`config.mk`:
```
export PLATFORM = sky130hd
export DESIGN_NAME = pp_parameter_pipeline
export DESIGN_NICKNAME = d
export VERILOG_FILES = /design/src/pp_pkg.sv /design/src/pp_parameter_pipeline.sv
export VERILOG_INCLUDE_DIRS = /design/src
export SDC_FILE = /design/constraint.sdc
export NUM_CORES = 2
export LEC_CHECK = 0
export BUFFER_PORTS_ARGS = -buffer_cell sky130_fd_sc_hd__clkbuf_2
export CORE_AREA = 2 2 240 242
export DETAILED_ROUTE_END_ITERATION = 12
export DIE_AREA = 0 0 242 244
export PLACE_DENSITY = 0.78
export SYNTH_ARGS = -nofsm -noshare
export SYNTH_HDL_FRONTEND = slang
export SYNTH_SLANG_ARGS = --single-unit
```
`constraint.sdc`:
```
create_clock -name clk_sys -period 6.05 [get_ports clk_sys]
set_clock_uncertainty 0.1 [all_clocks]
set_input_delay 0 -clock clk_sys [delete_from_list [all_inputs] [get_ports clk_sys]]
set_output_delay 0 -clock clk_sys [all_outputs]
set_load 0.01 [all_outputs]
```
`src/pp_defines.svh`:
```
// register offsets, field positions and reset values of the parameter pipeline
`ifndef PP_DEFINES_SVH
`define PP_DEFINES_SVH

`define PP_ADDR_W            7
`define PP_OFS_GLOBAL_CONF   7'h00
`define PP_OFS_START_CONFIGURATION    7'h02
`define PP_OFS_GEARING       7'h12
`define PP_OFS_POS_COMPARE   7'h32
`define PP_OFS_TARGET        7'h37
`define PP_OFS_STAGE_FIRST   7'h38
`define PP_OFS_STAGE_LAST    7'h3F

`define PP_EN_LSB            24
`define PP_EN_MSB            27
`define PP_WB_LSB            8
`define PP_WB_MSB            15

`define PP_RST_WORD          32'h0000_0000
`define PP_RD_UNMAPPED       32'h0000_0000

`endif

```
`src/pp_pkg.sv`:
```
// types shared by the parameter pipeline
package pp_pkg;

	typedef enum logic [1:0]
	{
		PP_DST_TARGET  = 2'b00,
		PP_DST_COMPARE = 2'b01,
		PP_DST_GEARING = 2'b10,
		PP_DST_GLOBAL  = 2'b11
	} pp_dest_t;

	typedef logic [31:0] pp_word_t;

	typedef struct packed
	{
		logic [7:0][31:0] stage;
		logic [3:0][31:0] dest;
		logic [31:0]      start_configuration;
		logic [31:0]      rd_data;
	} pp_state_t;

endpackage

```
`src/pp_parameter_pipeline.sv`:
```
// parameter pipeline: eight stage registers split into up to four segments feeding live parameters
//
// Overview of operation
// - each start shifts all enabled segments together
// - target position loads stage zero when enabled
// - stages shift one place toward segment head
// - enable bit0 target, bit1 position compare
// - enable bit2 gearing, bit3 global configuration
// - eight writable stages, at most four segments
// - segments feed only the four destinations
// - all sixteen enables legal, depths 8/4/3-3-2/2
// - compare plus gearing: heads stage0, stage4
// - target, compare, gearing: heads 0, 3, 6
// - write-back bit copies live value into stage
// - write-back takes the segment owner's live value
`include "pp_defines.svh"

module pp_parameter_pipeline
(
	// clock and reset
	input  wire logic                  clk_sys,
	input  wire logic                  rst_n,
	// internal start signal
	input  wire logic                  start_pulse,
	// register port
	input  wire logic                  reg_wr_en,
	input  wire logic                  reg_rd_en,
	input  wire logic [6:0]            reg_addr,
	input  wire pp_pkg::pp_word_t      reg_wr_data,
	output logic      [31:0]           reg_rd_data,
	// live parameters
	output logic      [31:0]           target_position,
	output logic      [31:0]           position_compare_value,
	output logic      [31:0]           gearing_factor,
	output logic      [31:0]           global_configuration
);
	import pp_pkg::*;

	pp_state_t r;
	pp_state_t next_r;

	////////////////////////////////////////////////////////////////////////////////
	// segment geometry

	// first stage of segment slot s when cnt segments exist
	function automatic logic [2:0] pp_head(input logic [2:0] slot, input logic [2:0] cnt);
		logic [5:0] h;
		h = 6'd0;
		case (cnt)
			3'd2:    h = {3'd0, slot} * 6'd4;
			3'd3:    h = {3'd0, slot} * 6'd3;
			3'd4:    h = {3'd0, slot} * 6'd2;
			default: h = 6'd0;
		endcase
		return h[2:0];
	endfunction

	// segment slot that stage i belongs to
	function automatic logic [2:0] pp_slot_of(input logic [3:0] i, input logic [2:0] cnt);
		logic [2:0] s;
		s = 3'd0;
		case (cnt)
			3'd2:    s = {2'd0, i[2]};
			3'd3:    s = (i < 4'd3) ? 3'd0 : ((i < 4'd6) ? 3'd1 : 3'd2);
			3'd4:    s = {1'b0, i[2:1]};
			default: s = 3'd0;
		endcase
		return s;
	endfunction

	logic [3:0] pipe_en;
	logic [7:0] wb_sel;
	assign pipe_en = r.start_configuration[`PP_EN_MSB:`PP_EN_LSB];
	assign wb_sel  = r.start_configuration[`PP_WB_MSB:`PP_WB_LSB];

	logic [2:0]      seg_cnt;
	logic [3:0][2:0] dest_slot;
	logic [3:0][1:0] slot_dest;

	// slots are handed out in destination order, so segments stay contiguous
	always_comb
	begin
		seg_cnt   = 3'd0;
		dest_slot = '0;
		slot_dest = '0;
		for (int d = 0; d < 4; d++)
		begin
			dest_slot[d] = seg_cnt;
			if (pipe_en[d])
			begin
				slot_dest[seg_cnt[1:0]] = 2'(d);
				seg_cnt = seg_cnt + 3'd1;
			end
		end
	end

	////////////////////////////////////////////////////////////////////////////////
	// next state

	logic do_cycle;
	assign do_cycle = start_pulse && (pipe_en != 4'h0);

	always_comb
	begin
		logic [2:0] s_i;
		logic [2:0] s_up;
		logic       top;
		s_i    = 3'd0;
		s_up   = 3'd0;
		top    = 1'b0;
		next_r = r;
		if (do_cycle)
		begin
			// destinations read old stage values, so shift and load are simultaneous
			for (int d = 0; d < 4; d++)
			begin
				if (pipe_en[d])
				begin
					next_r.dest[d] = r.stage[pp_head(dest_slot[d], seg_cnt)];
				end
			end
			for (int i = 0; i < 8; i++)
			begin
				s_i  = pp_slot_of(4'(i), seg_cnt);
				s_up = pp_slot_of(4'(i + 1), seg_cnt);
				top  = (i == 7) || (s_up != s_i);
				if (wb_sel[i])
				begin
					next_r.stage[i] = r.dest[slot_dest[s_i[1:0]]];
				end
				else if (!top)
				begin
					next_r.stage[i] = r.stage[3'(i + 1)];
				end
			end
		end
		// a software write lands after the pipeline move and overrides it
		if (reg_wr_en)
		begin
			case (reg_addr)
				`PP_OFS_GLOBAL_CONF: next_r.dest[PP_DST_GLOBAL]  = reg_wr_data;
				`PP_OFS_START_CONFIGURATION:  next_r.start_configuration           = reg_wr_data;
				`PP_OFS_GEARING:     next_r.dest[PP_DST_GEARING] = reg_wr_data;
				`PP_OFS_POS_COMPARE: next_r.dest[PP_DST_COMPARE] = reg_wr_data;
				`PP_OFS_TARGET:      next_r.dest[PP_DST_TARGET]  = reg_wr_data;
				default:
				begin
					if (reg_addr >= `PP_OFS_STAGE_FIRST && reg_addr <= `PP_OFS_STAGE_LAST)
					begin
						next_r.stage[reg_addr[2:0]] = reg_wr_data;
					end
				end
			endcase
		end
		if (reg_rd_en)
		begin
			case (reg_addr)
				`PP_OFS_GLOBAL_CONF: next_r.rd_data = r.dest[PP_DST_GLOBAL];
				`PP_OFS_START_CONFIGURATION:  next_r.rd_data = r.start_configuration;
				`PP_OFS_GEARING:     next_r.rd_data = r.dest[PP_DST_GEARING];
				`PP_OFS_POS_COMPARE: next_r.rd_data = r.dest[PP_DST_COMPARE];
				`PP_OFS_TARGET:      next_r.rd_data = r.dest[PP_DST_TARGET];
				default:
				begin
					if (reg_addr >= `PP_OFS_STAGE_FIRST && reg_addr <= `PP_OFS_STAGE_LAST)
					begin
						next_r.rd_data = r.stage[reg_addr[2:0]];
					end
					else
					begin
						next_r.rd_data = `PP_RD_UNMAPPED;
					end
				end
			endcase
		end
	end

	always_ff @(posedge clk_sys or negedge rst_n)
	begin
		if (!rst_n)
		begin
			r.stage      <= {8{`PP_RST_WORD}};
			r.dest       <= {4{`PP_RST_WORD}};
			r.start_configuration <= `PP_RST_WORD;
			r.rd_data    <= `PP_RST_WORD;
		end
		else
		begin
			r <= next_r;
		end
	end

	assign reg_rd_data            = r.rd_data;
	assign target_position        = r.dest[PP_DST_TARGET];
	assign position_compare_value = r.dest[PP_DST_COMPARE];
	assign gearing_factor         = r.dest[PP_DST_GEARING];
	assign global_configuration   = r.dest[PP_DST_GLOBAL];

	logic quiet;
	assign quiet = !reg_wr_en;
endmodule

```
==> flow_metrics.py <==
metrics = {
    "synth": {
        "synth_area_mm2": 0.0335,
        "avgSynthCellArea_um2": 9.32,
        "synth.distinct_cells": 80,
        "netlist_top_cells_area": "dfrtp_1, mux2i_1, mux4_2",
        "yosysTopAreaCell": "dfrtp_1",
        "synth_seq_cells": 448,
        "syn_inst": 3593,
        "async_flop_share": 1.00,
        "synth_edf_count": 0,
        "syn-num-nets": 3648,
        "yosysWarnings": 0,
        "synth_ff_type": "dfrtp_1",
        "ys_seq_area_frac": 0.335,
        "synth_top_area_frac": 0.335,
    },
    "floorplan": {
        "rows": 87,
        "ioPinCount": 204,
        "chipHeight_um": 244,
        "start_util": 0.596,
        "die-area_mm2": 0.0590,
        "core-area_mm2": 0.0562,
        "die_w_um": 242,
    },
    "job": {
        "maxCapViolCount": 1,
    },
    "sta": {
        "layout_min_cycle_time_ns": 5.26,
        "max_freq_mhz": 190,
        "worst_pin_slew_ns": 1.48,
        "slew_headroom": 0.0147,
        "rsz0062_at_grt": "no",
        "drv_slew": 0,
        "setup_viol": 0,
        "finalSetupTns_ns": 0,
        "hold_viol": 0,
        "period_share": 0.869,
    },
    "route": {
        "drt-wirelength-per-cell_um": 33.2,
        "antenna_left": 0,
        "drcViolationCount": 0,
        "vias": 33400,
        "drt_iter0_drc": 6751,
        "vias_per_cell": 7.81,
        "dr.pass1.iters": 8,
        "wirelength_mm": 142,
    },
    "finish": {
        "finalInstanceArea_mm2": 0.0360,
        "area.growth.synth_to_final_pct": 7.45,
        "final_common_cell": "nand2_1",
        "nFillCells": 4562,
        "drive_gt1_frac": 0.186,
        "nets": 3528,
        "final_cell_mix": "nand2_1, dfrtp_1, mux2i_1",
        "utilization": 0.640,
        "final_cells": 4273,
    },
    "placement": {
        "dpl.hpwl_mm": 82.6,
        "placed_cells": 4139,
        "place.gp.congestion": 1.01,
        "dpl_cell_area_mm2": 0.0339,
        "io_buffers": 203,
    },
    "pwr": {
        "p_seq_frac": 0.421,
        "finalPower_w": 0.0137,
        "net-switching-power_w": 0.00564,
        "vdd_drop_max_uv": 260,
        "p_int_w": 0.00804,
        "powerDensity_mw_per_mm2": 380,
        "pwr-share-clk": 0.231,
        "combPwrFrac": 0.348,
        "p_sw_frac": 0.413,
        "power_leakage_nw": 15.9,
    },
    "critical_path": {
        "crit_family": "simple AND/OR/NAND/NOR gates",
        "required_ns": 6.50,
        "critPathBufInv": 4,
        "slowest_delay_ns": 0.94,
        "critPathKind": "reg -> reg",
        "critPathMaxFanout": 19,
        "start_kind": "flop",
        "critical_path.slowest_cell": "and3_1",
        "endpoint_kind": "flop",
        "path_cells": "inv_1 > fa_1 > inv_1 > ha_1 > inv_1 > ha_1 > o21ai_0 > o311a_4 > and2_2 > and3_1 > buf_4 > a221oi_2 > o21ai_1 > a32o_1",
        "critPathMostFrequentCell": "inv_1",
        "arrival_ns": 5.71,
    },
    "clock_network": {
        "clk_pin_slew_worst_paths_ns": 0.06,
        "clock-sinks": 448,
        "clk_latency_ns": 0.64,
        "cts_buffers": 51,
        "cts_root_buf": "clkbuf_16",
        "cts_buffer_depth": 3,
        "cts_tree": "yes",
        "ctsResizeCount": 0,
        "htreeDepth": 2,
    },
    "outcome": {
        "violations": "capacitance limit",
        "run_status": "finished, violations left",
    },
    "grt": {
        "grt_max_degree": 156,
        "grt_pass1_wl_mm": 205,
        "grt_pass1_vias": 31300,
        "overflow": 0,
        "grt_util_all_layers": 0.467,
        "antenna_found_initial": 9,
    },
    "worst_hold_path": {
        "hold_path.class": "in -> reg",
    },
}
[routing by layer]
metal	global-route usage	wire length [um]	up-vias
li1	-	-	13000
met1	0.586	47200	15600
met2	0.636	56300	3710
met3	0.227	26400	970
met4	0.306	11800	4
met5	0	27	-
[per-stage QoR]
stage          setup slack (ns)  hold slack, ns
3_5_place_dp               1.04         0.00812
2_1_floorplan              1.36          -0.396
6_report                  0.790          0.0317
4_1_cts                    1.05          0.0508
3_3_place_gp               1.10          0.0120
5_1_grt                   0.681           0.120
[synth_stat cells, types with 17 or more instances]
| master | count |
|---|---|
| mux2_2 | 34 |
| mux4_2 | 158 |
| and3_1 | 24 |
| nor2_1 | 363 |
| o221ai_1 | 48 |
| buf_1 | 41 |
| a22o_1 | 90 |
| a211oi_1 | 18 |
| a21o_1 | 65 |
| buf_2 | 46 |
| o211ai_1 | 23 |
| mux2i_1 | 405 |
| nand3_1 | 25 |
| a31oi_1 | 138 |
| o21ai_0 | 170 |
| clkbuf_1 | 245 |
| a22oi_1 | 98 |
| buf_4 | 176 |
| a211o_1 | 32 |
| a221oi_1 | 45 |
| a21oi_1 | 174 |
| nand2_1 | 492 |
| dfrtp_1 | 448 |
| o22a_1 | 17 |
[timing repair]
item / in CTS / in global routing
endpoints found under the setup margin: 0 / 0
hold buffers: 37 / 0
hold endpoints to repair: 536 / 0
buffers inserted: 0 / 0
[final cells by class]
class                   count  area, um2  share of cell area
clock buffers              72       1450              0.0402
inverters                  10       37.5             0.00104
multi-input cells        2617      19800               0.551
clock inverters            18        180             0.00501
well taps                 756        946              0.0263
flip-flops and latches    448      11200               0.312
diodes                      7       17.5            0.000487
repair buffers            345       2320              0.0646
[power groups by stage]
stage                     clock (W)  combinational, W  sequential, W
after floorplan                   0           0.00388        0.00488
after global placement            0           0.00446        0.00560
after detailed placement          0           0.00458        0.00561
after CTS                   0.00313           0.00462        0.00557
after global routing        0.00328           0.00506        0.00577
final                       0.00316           0.00476        0.00576
[worst register-to-register path: stages, from the launching register on]
cell	delay (ns)
dfrtp_1	0.49
inv_1	0.15
fa_1	0.88
inv_1	0.26
ha_1	0.30
inv_1	0.09
ha_1	0.26
o21ai_0	0.20
o311a_4	0.36
and2_2	0.57
and3_1	0.95
buf_4	0.26
a221oi_2	0.05
o21ai_1	0.10
a32o_1	0.17
[sequential cells by signal, summed over array words and instances, names as in the netlist]
signal / count
target_position: 32
position_compare_value: 32
gearing_factor: 32
pipe_en: 4
reg_rd_data: 32
r: 284
global_configuration: 32
[path summary, 6_finish.rpt]
path,cells past startpoint,from,slack [ns],end
setup / recovery,14,pipe_en[1],0.79,gearing_factor[24]
max in group asynchronous,4,rst_n,4.25,pipe_en[0]
hold reg to reg,1,reg_rd_data[20],0.38,reg_rd_data[20]
min in group asynchronous,3,rst_n,0.27,r[48]
setup reg to reg,14,pipe_en[1],0.79,gearing_factor[24]
hold / removal,4,reg_addr[1],0.03,reg_rd_data[7]
[cell families after synthesis]
| group | Yosys count | synth area share |
|---|---|---|
| adders and majority gates | 11 | 0.00434 |
| AOI/OAI and AO/OA | 1048 | 0.220 |
| and+or+nand+nor | 956 | 0.116 |
| DFF | 448 | 0.335 |
| muxes | 599 | 0.240 |
| xor gates and xnor gates | 3 | 0.000785 |
| buffers and inverters | 528 | 0.0837 |
Power figures use the tool's default switching activity.
